===== src/core/phy_regs_pkg.sv =====
// Purpose: shared constants for the port status / cable diagnostic register bank
// Assumes: one 50 MHz clock, synchronous active-low reset
// Notes:   byte address = bank base + 4 * register index
package phy_regs_pkg;
   // ==========================================================
   // address map
   localparam int unsigned BANK_LSB = 6;
   localparam int unsigned IDX_LSB = 2;
   localparam logic [1:0] BANK_PORT1 = 2'h0;
   localparam logic [1:0] BANK_PORT2 = 2'h1;
   localparam logic [1:0] BANK_PHY2 = 2'h2;
   localparam logic [1:0] BANK_IRQ = 2'h3;
   localparam logic [3:0] IDX_P1_LINK_STATUS = 4'h4;
   localparam logic [3:0] IDX_P2_CONTROL_ONE = 4'h0;
   localparam logic [3:0] IDX_P2_CONTROL_TWO = 4'h2;
   localparam logic [3:0] IDX_P2_VLAN_ID_CONTROL = 4'h4;
   localparam logic [3:0] IDX_P2_CONTROL_THREE = 4'h6;
   localparam logic [3:0] IDX_P2_INGRESS_RATE = 4'h8;
   localparam logic [3:0] IDX_P2_EGRESS_RATE = 4'ha;
   localparam logic [3:0] IDX_P2_SPECIAL = 4'h0;
   localparam logic [3:0] IDX_IRQ_STATUS = 4'h0;
   localparam logic [3:0] IDX_IRQ_MASK = 4'h1;
   // ==========================================================
   // field positions
   localparam int unsigned LS_XOVER = 15;
   localparam int unsigned LS_POL = 13;
   localparam int unsigned LS_RXFC = 12;
   localparam int unsigned LS_TXFC = 11;
   localparam int unsigned LS_SPEED = 10;
   localparam int unsigned LS_DUPLEX = 9;
   localparam int unsigned LS_MDI = 7;
   localparam int unsigned LS_AN_DONE = 6;
   localparam int unsigned LS_LINK = 5;
   localparam int unsigned LS_PARTNER_LSB = 0;
   localparam int unsigned SP_SHORT = 15;
   localparam int unsigned SP_RESULT_LSB = 13;
   localparam int unsigned SP_DIAG_EN = 12;
   localparam int unsigned SP_FORCE = 11;
   localparam int unsigned SP_PWR = 10;
   localparam int unsigned SP_LOOP = 9;
   localparam int unsigned SP_COUNT_LSB = 0;
   localparam int unsigned IRQ_DIAG = 0;
   localparam int unsigned IRQ_LINK = 1;
   localparam int unsigned IRQ_MODE = 2;
   localparam int unsigned IRQ_W = 3;
   // ==========================================================
   // widths, depths, reset values
   localparam int unsigned WORD_W = 16;
   localparam int unsigned MEM_DEPTH = 6;
   localparam int unsigned MEM_AW = 3;
   localparam int unsigned SYNC_W = 26;
   localparam logic XOVER_RST = 1'b1;
   localparam logic PWR_RST = 1'b1;
   localparam logic [15:0] P2_WORD_RST = 16'h0000;
   localparam logic [2:0] IRQ_MASK_RST = 3'h0;
   typedef enum logic [0:0] {BUS_IDLE, BUS_WAIT} bus_state_type;
endpackage : phy_regs_pkg


===== src/core/word_store.sv =====
// Purpose: small word store for the second port's switch control words
// Assumes: one write and one read port, same clock
// Notes:   read data is registered, so it lags the read address by one edge
module word_store
   import phy_regs_pkg::*;
(
   input wire logic clock_i,
   input wire logic rst_n_i,
   input wire logic wr_en_i,
   input wire logic [MEM_AW-1:0] wr_addr_i,
   input wire logic [WORD_W-1:0] wr_data_i,
   input wire logic [MEM_AW-1:0] rd_addr_i,
   output logic [WORD_W-1:0] rd_data_o
);
   logic [WORD_W-1:0] mem_r [MEM_DEPTH];

   // ==========================================================
   // storage: one process per entry
   for (genvar e = 0; e < MEM_DEPTH; e++) begin : g_entry
      always_ff @(posedge clock_i) begin
         if (!rst_n_i) begin
            mem_r[e] <= P2_WORD_RST;
         end else if (wr_en_i && wr_addr_i == MEM_AW'(e)) begin
            mem_r[e] <= wr_data_i;
         end
      end
   end

   // ==========================================================
   // registered read; out-of-range address reads zero
   always_ff @(posedge clock_i) begin
      if (!rst_n_i) begin
         rd_data_o <= P2_WORD_RST;
      end else if (rd_addr_i < MEM_AW'(MEM_DEPTH)) begin
         rd_data_o <= mem_r[rd_addr_i];
      end else begin
         rd_data_o <= '0;
      end
   end
endmodule : word_store


===== src/core/port_phy_status_regs.sv =====
// Purpose: port link status, port-2 switch words and PHY special control
// Assumes: AHB-Lite single word transfers; PHY signals are asynchronous
// Notes:   every transfer takes one wait state; status irq clears on read

module port_phy_status_regs
   import phy_regs_pkg::*;
(
   input wire logic clock_i,
   input wire logic rst_n_i,
   input wire logic hsel_i,
   input wire logic [31:0] haddr_i,
   input wire logic [1:0] htrans_i,
   input wire logic hwrite_i,
   input wire logic [2:0] hsize_i,
   input wire logic [31:0] hwdata_i,
   input wire logic hready_i,
   output logic [31:0] hrdata_o,
   output logic hreadyout_o,
   output logic hresp_o,
   output logic irq_o,
   input wire logic polarity_reversed_i,
   input wire logic rx_pause_active_i,
   input wire logic tx_pause_active_i,
   input wire logic speed_100_i,
   input wire logic full_duplex_i,
   input wire logic mdi_status_i,
   input wire logic an_done_i,
   input wire logic link_good_i,
   input wire logic [4:0] partner_abilities_i,
   input wire logic cable_done_i,
   input wire logic near_short_i,
   input wire logic [1:0] cable_result_i,
   input wire logic [8:0] fault_count_i,
   output logic cable_test_start_o,
   output logic crossover_algorithm_select_o,
   output logic force_link_pass_o,
   output logic power_save_disable_o,
   output logic near_end_loopback_o
);
   // ==========================================================
   // input synchronisers: two flops on every PHY-side bit
   logic [SYNC_W-1:0] async_in;
   logic [SYNC_W-1:0] sync1_r;
   logic [SYNC_W-1:0] sync2_r;
   assign async_in = {cable_done_i, near_short_i, cable_result_i, fault_count_i,
                      partner_abilities_i, link_good_i, an_done_i, mdi_status_i,
                      full_duplex_i, speed_100_i, tx_pause_active_i,
                      rx_pause_active_i, polarity_reversed_i};
   for (genvar b = 0; b < SYNC_W; b++) begin : g_sync
      always_ff @(posedge clock_i) begin
         if (!rst_n_i) begin
            sync1_r[b] <= 1'b0;
            sync2_r[b] <= 1'b0;
         end else begin
            sync1_r[b] <= async_in[b];
            sync2_r[b] <= sync1_r[b];
         end
      end
   end

   // named views of the synchronised bits
   wire [7:0] link_bits_s = sync2_r[7:0];
   wire [4:0] partner_s = sync2_r[12:8];
   wire [8:0] count_s = sync2_r[21:13];
   wire [1:0] result_s = sync2_r[23:22];
   wire short_s = sync2_r[24];
   wire done_s = sync2_r[25];

   // ==========================================================
   // bus front end
   bus_state_type state_r;
   bus_state_type state_nxt;
   logic [1:0] bank_r;
   logic [3:0] idx_r;
   logic write_r;
   logic valid_r;
   wire accept = hsel_i && htrans_i[1] && hready_i;
   wire addr_ok = (haddr_i[31:8] == 24'h00_0000) && (haddr_i[1:0] == 2'b00);
   wire data_phase = (state_r == BUS_WAIT);
   wire wr_now = data_phase && write_r && valid_r;
   wire rd_now = data_phase && !write_r && valid_r;

   // register selects in the data phase
   wire sel_link = (bank_r == BANK_PORT1) && (idx_r == IDX_P1_LINK_STATUS);
   wire sel_p2 = (bank_r == BANK_PORT2) && !idx_r[0] && (idx_r <= IDX_P2_EGRESS_RATE);
   wire sel_spec = (bank_r == BANK_PHY2) && (idx_r == IDX_P2_SPECIAL);
   wire sel_ists = (bank_r == BANK_IRQ) && (idx_r == IDX_IRQ_STATUS);
   wire sel_imsk = (bank_r == BANK_IRQ) && (idx_r == IDX_IRQ_MASK);
   wire [WORD_W-1:0] wdata = hwdata_i[WORD_W-1:0];

   // one wait state: a word store read needs the extra edge
   always_comb begin
      case (state_r)
         BUS_IDLE: state_nxt = accept ? BUS_WAIT : BUS_IDLE;
         BUS_WAIT: state_nxt = BUS_IDLE;
         default: state_nxt = BUS_IDLE;
      endcase
   end

   // address phase capture
   always_ff @(posedge clock_i) begin
      if (!rst_n_i) begin
         state_r <= BUS_IDLE;
         bank_r <= 2'h0;
         idx_r <= 4'h0;
         write_r <= 1'b0;
         valid_r <= 1'b0;
      end else begin
         state_r <= state_nxt;
         if (accept && state_r == BUS_IDLE) begin
            bank_r <= haddr_i[BANK_LSB+:2];
            idx_r <= haddr_i[IDX_LSB+:4];
            write_r <= hwrite_i;
            valid_r <= addr_ok && (hsize_i == 3'h2);
         end
      end
   end

   // ==========================================================
   // port-2 switch control words
   logic [WORD_W-1:0] p2_rdata;
   word_store u_p2_words (
      .clock_i(clock_i),
      .rst_n_i(rst_n_i),
      .wr_en_i(wr_now && sel_p2),
      .wr_addr_i(idx_r[3:1]),
      .wr_data_i(wdata),
      .rd_addr_i(haddr_i[IDX_LSB+1+:MEM_AW]),
      .rd_data_o(p2_rdata)
   );

   // ==========================================================
   // control bits and cable diagnostic
   // one flop per duplicated bit feeds both the PHY pin and the read view
   logic xover_r;
   logic force_r;
   logic pwr_r;
   logic loop_r;
   logic diag_en_r;
   logic start_r;
   logic done_q_r;
   logic short_r;
   logic [1:0] result_r;
   logic [8:0] count_r;
   wire spec_wr = wr_now && sel_spec;
   wire diag_set = spec_wr && wdata[SP_DIAG_EN];
   wire done_rise = done_s && !done_q_r;
   wire diag_fin = done_rise && diag_en_r;

   // writable control fields
   always_ff @(posedge clock_i) begin
      if (!rst_n_i) begin
         xover_r <= XOVER_RST;
         force_r <= 1'b0;
         pwr_r <= PWR_RST;
         loop_r <= 1'b0;
      end else begin
         if (wr_now && sel_link) begin
            xover_r <= wdata[LS_XOVER];
         end
         if (spec_wr) begin
            force_r <= wdata[SP_FORCE];
            pwr_r <= wdata[SP_PWR];
            loop_r <= wdata[SP_LOOP];
         end
      end
   end

   // enable bit: a start in the finishing cycle wins, writing 0 is ignored
   always_ff @(posedge clock_i) begin
      if (!rst_n_i) begin
         diag_en_r <= 1'b0;
         start_r <= 1'b0;
         done_q_r <= 1'b0;
      end else begin
         done_q_r <= done_s;
         start_r <= diag_set;
         if (diag_set) begin
            diag_en_r <= 1'b1;
         end else if (diag_fin) begin
            diag_en_r <= 1'b0;
         end
      end
   end

   // results are frozen at completion, so a read is stable once enable clears
   always_ff @(posedge clock_i) begin
      if (!rst_n_i) begin
         short_r <= 1'b0;
         result_r <= 2'b00;
         count_r <= 9'h000;
      end else if (diag_fin) begin
         short_r <= short_s;
         result_r <= result_s;
         count_r <= count_s;
      end
   end

   // ==========================================================
   // interrupt status and mask
   logic [IRQ_W-1:0] ists_r;
   logic [IRQ_W-1:0] imsk_r;
   logic [IRQ_W-1:0] ists_nxt;
   logic link_q_r;
   logic [1:0] mode_q_r;
   wire [IRQ_W-1:0] evt = {mode_q_r != link_bits_s[4:3], link_q_r != link_bits_s[7], diag_fin};
   wire [IRQ_W-1:0] ists_clr = (rd_now && sel_ists) ? '1 : '0;
   // new events win over the read clear
   assign ists_nxt = (ists_r & ~ists_clr) | evt;

   always_ff @(posedge clock_i) begin
      if (!rst_n_i) begin
         ists_r <= '0;
         imsk_r <= IRQ_MASK_RST;
         link_q_r <= 1'b0;
         mode_q_r <= 2'b00;
         irq_o <= 1'b0;
      end else begin
         ists_r <= ists_nxt;
         link_q_r <= link_bits_s[7];
         mode_q_r <= link_bits_s[4:3];
         irq_o <= |(ists_r & imsk_r);
         if (wr_now && sel_imsk) begin
            imsk_r <= wdata[IRQ_W-1:0];
         end
      end
   end

   // ==========================================================
   // read data assembly
   logic [WORD_W-1:0] link_word;
   logic [WORD_W-1:0] spec_word;
   logic [WORD_W-1:0] rd_word;
   always_comb begin
      link_word = '0; // reserved bits 14 and 8 read zero
      link_word[LS_XOVER] = xover_r;
      link_word[LS_POL] = link_bits_s[0];
      link_word[LS_RXFC] = link_bits_s[1];
      link_word[LS_TXFC] = link_bits_s[2];
      link_word[LS_SPEED] = link_bits_s[3];
      link_word[LS_DUPLEX] = link_bits_s[4];
      link_word[LS_MDI] = link_bits_s[5];
      link_word[LS_AN_DONE] = link_bits_s[6];
      link_word[LS_LINK] = link_bits_s[7];
      link_word[LS_PARTNER_LSB+:5] = partner_s;
   end
   always_comb begin
      spec_word = '0;
      spec_word[SP_SHORT] = short_r;
      spec_word[SP_RESULT_LSB+:2] = result_r;
      spec_word[SP_DIAG_EN] = diag_en_r;
      spec_word[SP_FORCE] = force_r;
      spec_word[SP_PWR] = pwr_r;
      spec_word[SP_LOOP] = loop_r;
      spec_word[SP_COUNT_LSB+:9] = count_r;
   end
   assign rd_word = sel_link ? link_word :
                    sel_p2 ? p2_rdata :
                    sel_spec ? spec_word :
                    sel_ists ? {13'h0000, ists_r} :
                    sel_imsk ? {13'h0000, imsk_r} : 16'h0000;

   // ==========================================================
   // registered bus answer and control pins
   always_ff @(posedge clock_i) begin
      if (!rst_n_i) begin
         hrdata_o <= 32'h0000_0000;
         hreadyout_o <= 1'b1;
         hresp_o <= 1'b0;
      end else begin
         hreadyout_o <= !(accept && state_r == BUS_IDLE);
         hresp_o <= 1'b0;
         if (rd_now) begin
            hrdata_o <= {16'h0000, rd_word};
         end
      end
   end
   assign cable_test_start_o = start_r;
   assign crossover_algorithm_select_o = xover_r;
   assign force_link_pass_o = force_r;
   assign power_save_disable_o = pwr_r;
   assign near_end_loopback_o = loop_r;

   // ==========================================================
   // assertions
   wire rd_link = rd_now && sel_link;
   wire rd_spec = rd_now && sel_spec;

   xover_reset_a: assert property (@(posedge clock_i)
      $rose(rst_n_i) |-> crossover_algorithm_select_o && power_save_disable_o)
      else $error("crossover or power save reset value wrong");
   link_view_a: assert property (@(posedge clock_i) disable iff (!rst_n_i)
      rd_link |=> hrdata_o[13:9] == $past({link_bits_s[0], link_bits_s[1], link_bits_s[2],
                  link_bits_s[3], link_bits_s[4]}) && !hrdata_o[14])
      else $error("link status bits 13..9 mismatch");
   partner_view_a: assert property (@(posedge clock_i) disable iff (!rst_n_i)
      rd_link |=> hrdata_o[4:0] == $past(partner_s))
      else $error("partner ability bits mismatch");
   diag_start_a: assert property (@(posedge clock_i) disable iff (!rst_n_i)
      diag_set |=> cable_test_start_o && diag_en_r ##1 !cable_test_start_o)
      else $error("cable test start not one pulse");
   diag_clear_a: assert property (@(posedge clock_i) disable iff (!rst_n_i)
      diag_fin && !diag_set |=> !diag_en_r)
      else $error("enable did not self clear");
   diag_result_a: assert property (@(posedge clock_i) disable iff (!rst_n_i)
      diag_fin |=> {short_r, result_r, count_r} == $past({short_s, result_s, count_s}))
      else $error("cable results not captured at completion");
   force_write_a: assert property (@(posedge clock_i) disable iff (!rst_n_i)
      spec_wr |=> {force_link_pass_o, power_save_disable_o, near_end_loopback_o}
                  == $past(wdata[SP_FORCE:SP_LOOP]))
      else $error("special control write lost");
   dup_view_a: assert property (@(posedge clock_i) disable iff (!rst_n_i)
      rd_spec |=> hrdata_o[11:9] == $past({force_r, pwr_r, loop_r})
                  && hrdata_o[12] == $past(diag_en_r))
      else $error("control read view differs from pin");
   bus_wait_a: assert property (@(posedge clock_i) disable iff (!rst_n_i)
      accept && state_r == BUS_IDLE |=> !hreadyout_o ##1 hreadyout_o)
      else $error("wait state length wrong");
   irq_level_a: assert property (@(posedge clock_i) disable iff (!rst_n_i)
      ##1 irq_o == $past(|(ists_r & imsk_r)))
      else $error("interrupt level wrong");

   diag_done_c: cover property (@(posedge clock_i) disable iff (!rst_n_i)
      diag_set ##[1:1000] diag_fin);
   link_read_c: cover property (@(posedge clock_i) disable iff (!rst_n_i) rd_link);
   irq_fire_c: cover property (@(posedge clock_i) disable iff (!rst_n_i) $rose(irq_o));
endmodule : port_phy_status_regs


===== config.mk =====
export PLATFORM = sky130hd
export DESIGN_NAME = port_phy_status_regs
export DESIGN_NICKNAME = d
export VERILOG_FILES = /design/src/core/phy_regs_pkg.sv /design/src/core/word_store.sv /design/src/core/port_phy_status_regs.sv
export SDC_FILE = /design/constraint.sdc
export NUM_CORES = 1
export LEC_CHECK = 0
export ABC_AREA = 1
export ABC_CLOCK_PERIOD_IN_PS = 2500
export BUFFER_PORTS_ARGS = -buffer_cell sky130_fd_sc_hd__buf_2
export CORE_UTILIZATION = 40
export CTS_CLUSTER_SIZE = 24
export DETAILED_ROUTE_END_ITERATION = 6
export GPL_ROUTABILITY_DRIVEN = 0
export HOLD_SLACK_MARGIN = 0.02
export PLACE_DENSITY_LB_ADDON = 0.2
export SYNTH_ARGS = -nofsm -noshare
export SYNTH_HDL_FRONTEND = slang
export SYNTH_SLANG_ARGS = --single-unit

===== constraint.sdc =====
create_clock -name clock_i -period 2.5 [get_ports clock_i]
set_input_delay 0.375 -clock clock_i [delete_from_list [all_inputs] [get_ports clock_i]]
set_output_delay 0.375 -clock clock_i [all_outputs]
set_load 0.05 [all_outputs]

==> run summary, run 1 <==
Post-synth design cell area: 0.00872 mm²
Final net count: 1148
Drt wl/cell: 14.7 µm
Run status: completed
Clock latency on the worst-skew pair: 500 ps
Maximum clock path buffer count: 3
Maximum achievable frequency: 509 MHz
Gr usage total: 0.179
CTS tree: yes
Number of nets with antenna violations after routing: 0
List of cells traversed by the critical path: nand3_4 -> nor2_4 -> and3_1 -> or2_1 -> buf_4
Cell Pwr Density: 749 mW/mm²
Leakage: 4.55 nW
Met3 routing resource usage after global routing: 0.0265
Number of cell rows: 53
Cts-stage hold buffer count: 0
Hpwl dp: 12.6 mm
HP Class: input port to register
Critical path class: register to register
Layer carrying the most global-route usage: met2
I/O pin count: 140
Yosys warning count: 0
Normalized max-slew margin: 0.531
Overall overflow remaining after global route: 0
Tmin final: 1960 ps
Hold slack: 59.0 ps
Worst-case clock skew: 6.51 ps
Chip Height: 150 µm
Pin count of the biggest net entering global routing: 95
Synth top area cells: sky130_fd_sc_hd__edfxtp_1 33%, sky130_fd_sc_hd__dfxtp_1 28%, sky130_fd_sc_hd__nor2_1 8.3%, sky130_fd_sc_hd__nand2_1 4.9%, sky130_fd_sc_hd__o21ai_0 4.5%
CTS sink count: 219
Sequential area share after synthesis: 0.613
Post-Place Setup Slack: 541 ps
Fraction of registers with async set or reset after synthesis: 0
Area growth, synth to finish: 16.9%
EDFF count, synth: 96
IO buf count: 105
Share of the cycle needed by the critical path after routing: 0.785
Final instance count without filler cells: 1339
Number of distinct standard cells referenced by the synthesized netlist: 38
Standard cell core area: 0.0212 mm²
Clock slew at reported path FFs: 60 ps
Number of global-route vias before repair: 6088
Fraction of layout cells with a size suffix above 1: 0.182
Clk Tree Root Cell: sky130_fd_sc_hd__clkbuf_16
Area of the die: 0.0224 mm²
Final count of hold timing violations: 0
Largest fanout on the critical path: 16
Main synth FF type: sky130_fd_sc_hd__dfxtp_1
Number of max-slew violations in the final report: 0
Vias after detailed routing: 6447
Cell count after placement: 1298
Kind of launch point of the worst setup path: register
Worst endpoint data arrival time: 2140 ps
RR Startpoint: bank_r[0]$_SDFFE_PN0P_
Post-CTS setup buffers: 0
Mean area per synthesized cell: 9.26 µm²
Post-detailed-route DRC marker count: 0
Number of DRC violations after detailed-routing iteration 0: 472
Number of max-cap violations: 0
Antenna cells: 0
Worst IR Drop VDD: 390 µV
Slowest stage cell, crit path: sky130_fd_sc_hd__dfxtp_1
First-pass GRT wire length: 31.1 mm
Endpoint class of the critical path: register
Worst Tran Pin Value: 703 ps
H-Tree Depth: 1
Antenna violations before repair: 0
Vias/cell: 4.81
Total detailed-routing wirelength: 19.6 mm
Starting Density: 0.411
Met2 track demand over resource in global routing: 0.292
Share of Yosys cell area claimed by the top area cell type: 0.331
Final setup viols: 0
Total Neg Setup Slack: 0 ps
Count of state elements after synthesis: 219
Setup repair after global routing missed its margin: false
Ranking of synthesized cells by instance count: 192 x sky130_fd_sc_hd__nor2_1, 123 x sky130_fd_sc_hd__dfxtp_1, 113 x sky130_fd_sc_hd__nand2_1
Top cell type by total area after synthesis: sky130_fd_sc_hd__edfxtp_1
Hold Crit Start: partner_abilities_i[2]
Critical Path Max Stage Delay: 500 ps
Data required time of the critical path: 2680 ps
Gate count of the mapped netlist: 942
Die width: 150 µm
Grt met1 use: 0.244
Post-layout worst setup margin: 537 ps
Most common cell in the netlist: sky130_fd_sc_hd__nor2_1
Total CTS buffers: 23
Count of instances resized after the clock tree is built: 0
Worst setup path start: bank_r[0]$_SDFFE_PN0P_
Count of TritonRoute iterations in the first routing pass: 5
Final total power: 7.64 mW
==> placed cells by master, fill, tap and decap left out, types with 21 or more instances in the layout <==
cell type | netlist | layout
sky130_fd_sc_hd__buf_2 | 7 | 104
sky130_fd_sc_hd__buf_4 | 20 | 22
sky130_fd_sc_hd__clkbuf_16 | 0 | 23
sky130_fd_sc_hd__o21ai_0 | 78 | 78
sky130_fd_sc_hd__o22ai_1 | 21 | 21
sky130_fd_sc_hd__a21oi_1 | 65 | 65
sky130_fd_sc_hd__dfxtp_1 | 123 | 123
sky130_fd_sc_hd__nor2_1 | 192 | 192
sky130_fd_sc_hd__edfxtp_1 | 96 | 96
sky130_fd_sc_hd__inv_1 | 104 | 104
sky130_fd_sc_hd__nand2_1 | 113 | 113
==> cell type report <==
| type | count | area (µm²) |
|---|---|---|
| Clock buffer | 30 | 622 |
| Tap cell | 275 | 344 |
| Multi-Input combinational cell | 563 | 2650 |
| Sequential cell | 219 | 5350 |
| Fill cell | 2029 | 11000 |
| Clock inverter | 11 | 101 |
| Inverter | 114 | 428 |
| Timing Repair Buffer | 127 | 706 |
==> kinds of logic (layout without fill, tap and decap cells) <==
family,count (synthesis),in the layout,synth area share
DFF,219,219,0.613
buffers and inverters,176,282,0.0906
and+or+nand+nor,367,367,0.187
xor gates and xnor gates,3,3,0.00301
other,1,17,0.000430
AOI/OAI and AO/OA,176,176,0.106
==> flip-flops by register name, indices dropped and copies added, names as in the netlist, 4 cells and up <==
name and flops:
link_word 5, count_s 9, sync1_r 26, u_p2_words.rd_data_o 16
count_r 9, u_p2_words.mem_r 96, idx_r 4, link_bits_s 8
hrdata_o 16
==> final timing paths <==
check,to,slack (ps),depth (start not counted)
min reg2reg,link_bits_s[7]$_SDFF_PN0_,410,2
max,u_p2_words.mem_r[2][3]$_SDFFCE_PN0P_,540,5
max reg2reg,u_p2_words.mem_r[2][3]$_SDFFCE_PN0P_,540,5
min,sync1_r[10]$_SDFF_PN0_,60,3
==> critical path: cells and delay by family, from the launching register on <==
kind	cells	cell delay (ps)
DFF	1	500
and+or+nand+nor	4	860
buffers and inverters	1	270
==> per-stage QoR <==
| stage | utilization | instance area (µm²) |
|---|---|---|
| finish | 0.480 | 10200 |
| global route | 0.480 | 10200 |
| CTS | 0.480 | 10200 |
| detailed placement | 0.446 | 9470 |
| global placement | 0.446 | 9470 |
| floorplan | - | 8780 |
==> report_power, final <==
group	internal (mW)	switching (mW)	leakage (nW)	total, mW
combinational	0.145	0.330	2.20	0.475
clock	1.95	1.33	0.356	3.28
sequential	3.84	0.0418	2.00	3.89
==> per-layer routing <==
layer,routed length [µm],part of all wire
met1,8760,0.45
met2,9000,0.46
met3,1370,0.070
met4,506,0.026
met5,0,0
Power figures use the tool's default switching activity.
==> run 2, diff against run 1 <==
- ABC_CLOCK_PERIOD_IN_PS: 2500 -> 1800
- clock period: 2.5 -> 1.8 ns (I/O delays scaled with it)
==> run 2 against run 1 <==
Effect of this change:
- setup slack got worse by 370 ps
- fmax increased by 20%
- register-to-register slack got worse by 370 ps
- total power increased by 41%
- flip-flop and latch count unchanged
- non-clock buffer count increased by 45
- via count increased by 1.2%
- worst hold slack got worse by 19 ps
==> run summary, run 2 (synthesis results as in run 1) <==
Area of the multi-input gates: 0.00265 mm²
H-Tree Depth: 1
Worst IR Drop VDD: 561 µV
Worst endpoint data arrival time: 1850 ps
Critical Path Max Stage Delay: 360 ps
Die width: 150 µm
Antenna cells: 0
Sequential cell area: 0.00535 mm²
Largest fanout on the critical path: 16
HP Class: input port to register
Normalized max-slew margin: 0.665
Slowest stage cell, crit path: sky130_fd_sc_hd__dfxtp_1
Endpoint class of the critical path: register
Starting Density: 0.411
Number of DRC violations after detailed-routing iteration 0: 373
Count of TritonRoute iterations in the first routing pass: 4
List of cells traversed by the critical path: nor2_4 -> nand3_4 -> nor2_4 -> buf_4 -> nand3_1 -> nand2_1 -> buf_12
Maximum achievable frequency: 612 MHz
Total met2 wirelength after detailed routing: 9.65 mm
Vias/cell: 4.71
Maximum clock path buffer count: 3
Post-detailed-route DRC marker count: 0
Post-DP Area: 0.00961 mm²
# fillers: 2022
Detailed-routing wirelength on met1: 9.31 mm
Drt wl/cell: 14.5 µm
Cell Pwr Density: 1010 mW/mm²
Number of nets with antenna violations after routing: 0
Dominant cell type by count on the critical path: sky130_fd_sc_hd__nor2_4
Count of instances resized after the clock tree is built: 0
Share of the cycle needed by the critical path after routing: 0.908
Highest layer used for signal routing: met4
Commonest cells after routing, fill and taps aside: 192 x sky130_fd_sc_hd__nor2_1, 123 x sky130_fd_sc_hd__dfxtp_1, 113 x sky130_fd_sc_hd__nand2_1
Flip-flop count of the largest register, all copies and words added: 96
CTS sink count: 219
CTS tree: yes
Area growth, synth to finish: 22.4%
Most flops, register: u_p2_words.mem_r
Critical path class: register to register
Standard cell core area: 0.0212 mm²
Clock slew at reported path FFs: 60 ps
Pin count of the biggest net entering global routing: 52
Tmin final: 1640 ps
Fraction of layout cells with a size suffix above 1: 0.190
First-pass GRT wire length: 31.8 mm
Antenna violations before repair: 0
Setup repair after global routing missed its margin: false
Vias after detailed routing: 6527
Number of max-slew violations in the final report: 0
Most frequent standard cell in the layout excluding fill and tap cells: sky130_fd_sc_hd__nor2_1
Registers with the most flip-flops: u_p2_words.mem_r (96), sync1_r (26)
Chip Height: 150 µm
IO buf count: 105
Number of cell rows: 53
Hpwl dp: 13.1 mm
Total detailed-routing wirelength: 20.1 mm
Final net count: 1194
Clk Tree Root Cell: sky130_fd_sc_hd__clkbuf_16
Final count of hold timing violations: 0
Area of the die: 0.0224 mm²
Number of global-route vias before repair: 6329
Total CTS buffers: 24
Total Neg Setup Slack: 0 ps
Leakage: 4.78 nW
Worst Tran Pin Value: 502 ps
Kind of launch point of the worst setup path: register
Clock latency on the worst-skew pair: 510 ps
I/O pin count: 140
Worst-case clock skew: 7.03 ps
Data required time of the critical path: 2010 ps
Run status: completed
Final design area excluding fillers: 0.0107 mm²
Gr usage total: 0.182
Final setup viols: 0
Number of max-cap violations: 0
Total length of routed met3 wires: 752 µm
Overall overflow remaining after global route: 0
==> run 2: worst paths after layout <==
kind              slack (ps)                   start                                    to  cells past startpoint
setup / recovery         160  bank_r[1]$_SDFFE_PN0P_  u_p2_words.mem_r[1][5]$_SDFFCE_PN0P_                      7
hold / removal            40             haddr_i[29]                  valid_r$_SDFFE_PN0P_                      4
setup reg to reg         160  bank_r[1]$_SDFFE_PN0P_  u_p2_words.mem_r[1][5]$_SDFFCE_PN0P_                      7
hold reg to reg          410  sync1_r[10]$_SDFF_PN0_               link_word[2]$_SDFF_PN0_                      2
==> run 2: layout make-up <==
| cell class | instances | share of cell area |
|---|---|---|
| multi-input cells | 563 | 0.248 |
| repair buffers | 172 | 0.109 |
| flip-flops and latches | 219 | 0.501 |
| well taps | 275 | 0.0322 |
| clock inverters | 5 | 0.00270 |
| clock buffers | 37 | 0.0676 |
| inverters | 114 | 0.0401 |
==> run 2: metal layers <==
| layer | vias up | GRT usage |
|---|---|---|
| li1 | 3338 | - |
| met1 | 3018 | 0.238 |
| met2 | 142 | 0.313 |
| met3 | 29 | 0.0271 |
| met4 | 0 | 0.0500 |
| met5 | - | 0 |
==> run 2: worst max-delay path: cells and delay by family, from the launching register on <==
kind | cells | cell delay, ps
AND/OR/NAND/NOR | 5 | 610
flip-flops | 1 | 360
buffers and inverters | 2 | 360
==> run 2: metrics by stage <==
stage / std cells / hold WS [ps] / worst slack [ps] / util / power, mW
4_1_cts: 1385 / 21.0 / 156 / 0.503 / 10.9
3_5_place_dp: 1312 / 397 / 184 / 0.453 / 6.20
3_3_place_gp: 1312 / 394 / 204 / 0.453 / 6.19
5_1_grt: 1385 / 58.4 / 50.6 / 0.503 / 11.1
6_report: 1385 / 39.9 / 165 / 0.503 / 10.8
2_1_floorplan: 958 / 368 / 107 / - / 5.94
==> run 2: what timing repair did <==
item / 4_1_cts / 5_1_grt
hold buffers: 31 / 0
setup buffers: 0 / 0
hold endpoints to repair: 31 / 0
==> run 2: where the power goes <==
part           switching, mW  total, mW  internal, mW
clock network           1.87       4.61          2.75
registers             0.0539       5.39          5.34
logic                  0.478      0.746         0.268
==> run 3, diff against run 2 <==
- ABC_CLOCK_PERIOD_IN_PS: 1800 -> 2000
- clock period: 1.8 -> 2 ns (I/O delays scaled with it)
==> run 3 against run 2 <==
Effect of this change:
- clock skew rose by 4.1 ps
- cell count fell by 0.72%
- setup slack improved by 140 ps
- count of clock-buffer cells in the layout fell by 2
- combinational power fell by 12%
- sequential power fell by 10%
- final area fell by 0.81%
- critical path depth fell by 1
- clock power fell by 12%
- die area did not move
- fmax fell by 3.5%
- worst hold slack improved by 21 ps
- largest cell class unchanged
- largest power group unchanged
- highest routed layer unchanged
==> run summary, run 3 (synthesis results as in run 1) <==
Run status: completed
Final total power: 9.58 mW
Maximum clock path buffer count: 3
Drt wl/cell: 14.4 µm
Number of nets with antenna violations after routing: 0
Area of the multi-input gates: 0.00265 mm²
Starting Density: 0.411
Worst setup path start: idx_r[2]$_SDFFE_PN0P_
Clock latency on the worst-skew pair: 510 ps
Area growth, synth to finish: 21.5%
Count of cells along the worst register-to-register path: 6
Cts-stage hold buffer count: 30
Maximum achievable frequency: 590 MHz
Pin count of the biggest net entering global routing: 39
Most frequent standard cell in the layout excluding fill and tap cells: sky130_fd_sc_hd__nor2_1
FF-to-FF End: u_p2_words.mem_r[2][10]$_SDFFCE_PN0P_
Clk Tree Root Cell: sky130_fd_sc_hd__clkbuf_16
Number of cell rows: 53
Setup repair after global routing missed its margin: false
Largest fanout on the critical path: 16
Critical Path Max Stage Delay: 390 ps
Number of DRC violations after detailed-routing iteration 0: 408
Clock power share: 0.425
Endpoint class of the critical path: register
I/O pin count: 140
Sw Share: 0.224
Count of TritonRoute iterations in the first routing pass: 4
Worst endpoint data arrival time: 1880 ps
Final count of hold timing violations: 0
Kind of launch point of the worst setup path: register
Gr usage total: 0.180
H-Tree Depth: 1
Post-detailed-route DRC marker count: 0
Share of the cycle needed by the critical path after routing: 0.848
Total Neg Setup Slack: 0 ps
Worst-case clock skew: 11.1 ps
Chip Height: 150 µm
Final setup viols: 0
Number of global-route vias before repair: 6027
Cell count after placement: 1304
Seq pwr share: 0.506
Minimum setup slack among reg-to-reg paths: 300 ps
Capturing element of the worst setup path: u_p2_words.mem_r[2][10]$_SDFFCE_PN0P_
Sequential cell area: 0.00535 mm²
Final net count: 1184
Total detailed-routing wirelength: 19.8 mm
Switching power: 2.15 mW
Fraction of layout cells with a size suffix above 1: 0.180
Clock slew at reported path FFs: 60 ps
Leakage: 4.72 nW
Hpwl dp: 12.8 mm
RR Startpoint: idx_r[2]$_SDFFE_PN0P_
Count of instances resized after the clock tree is built: 0
Antenna cells: 0
IO buf count: 105
Overall overflow remaining after global route: 0
Tmin final: 1700 ps
Antenna violations before repair: 0
Slowest stage cell, crit path: sky130_fd_sc_hd__dfxtp_1
Registers with the most flip-flops: u_p2_words.mem_r (96), sync1_r (26)
Flip-flop count of the largest register, all copies and words added: 96
Final instance count without filler cells: 1375
Most flops, register: u_p2_words.mem_r
Number of max-slew violations in the final report: 0
Normalized max-slew margin: 0.592
Number of max-cap violations: 0
# fillers: 2008
CTS sink count: 219
Die width: 150 µm
CTS tree: yes
Post-DP Area: 0.00955 mm²
Area of the die: 0.0224 mm²
Total CTS buffers: 23
Vias after detailed routing: 6547
Cell Pwr Density: 905 mW/mm²
First-pass GRT wire length: 31.1 mm
Post-CTS setup buffers: 0
Worst Tran Pin Value: 611 ps
Standard cell core area: 0.0212 mm²
Hold slack: 60.5 ps
Commonest cells after routing, fill and taps aside: 192 x sky130_fd_sc_hd__nor2_1, 123 x sky130_fd_sc_hd__dfxtp_1, 113 x sky130_fd_sc_hd__nand2_1
Final design area excluding fillers: 0.0106 mm²
Data required time of the critical path: 2180 ps
HP Class: input port to register
Vias/cell: 4.76
Internal cell power: 7.43 mW
List of cells traversed by the critical path: nand2_2 -> nand3_4 -> nor2_4 -> and3_1 -> or2_1 -> buf_4
Worst IR Drop VDD: 479 µV
Combinational fraction of design power: 0.068
Critical path class: register to register
-- run 3: cell count changes in the layout (fill, tap and decap cells not counted), moves of 2 or more --
| cell | before | now |
|---|---|---|
| sky130_fd_sc_hd__buf_4 | 33 | 25 |
| sky130_fd_sc_hd__clkbuf_8 | 5 | 3 |
| sky130_fd_sc_hd__clkinv_1 | 2 | 5 |
| sky130_fd_sc_hd__clkinv_2 | 4 | 2 |
-- run 3: worst max-delay path, delay by kind of cell, from the launching register on --
family        cells  cell delay (ps)
simple gates      5              720
flops             1              390
buf+inv           1              270
-- run 3: power by group through the flow --
stage	Clock, mW	Combinational [mW]	Sequential (mW)
4_1_cts	4.18	0.662	4.85
5_1_grt	4.37	0.728	4.86
2_1_floorplan	0	0.409	4.94
6_report	4.07	0.656	4.85
3_5_place_dp	0	0.616	4.95
3_3_place_gp	0	0.611	4.95
-- run 3: stage by stage --
stage               utilization  setup WS (ps)
floorplan                     -            307
global route              0.499            182
global placement          0.450            343
finish                    0.499            305
detailed placement        0.450            304
CTS                       0.499            297
-- run 3: worst min-delay path by stage --
stage                                start                        end  cells past startpoint  slack, ps
floorplan           sync1_r[13]$_SDFF_PN0_      count_s[0]$_SDFF_PN0_                      2        390
global placement     sync1_r[6]$_SDFF_PN0_  link_bits_s[6]$_SDFF_PN0_                      2        390
detailed placement   sync1_r[4]$_SDFF_PN0_  link_bits_s[4]$_SDFF_PN0_                      2        400
CTS                            haddr_i[28]       valid_r$_SDFFE_PN0P_                      4         40
global route                   haddr_i[26]       valid_r$_SDFFE_PN0P_                      4         50
finish                         haddr_i[29]       valid_r$_SDFFE_PN0P_                      4         60
-- run 3: per-layer routing --
layer  track usage  wire [µm]  vias up
met2         0.295       9160      178
met1         0.246       9360     3038
met3        0.0253       1030       22
met5             0          0        -
li1              -          -     3309
met4        0.0515        296        0
-- run 3: layout make-up --
type / instances / area share
clock buffers: 35 / 0.0655
clock inverters: 6 / 0.00390
inverters: 114 / 0.0404
multi-input cells: 563 / 0.250
flip-flops and latches: 219 / 0.505
well taps: 275 / 0.0325
repair buffers: 163 / 0.103
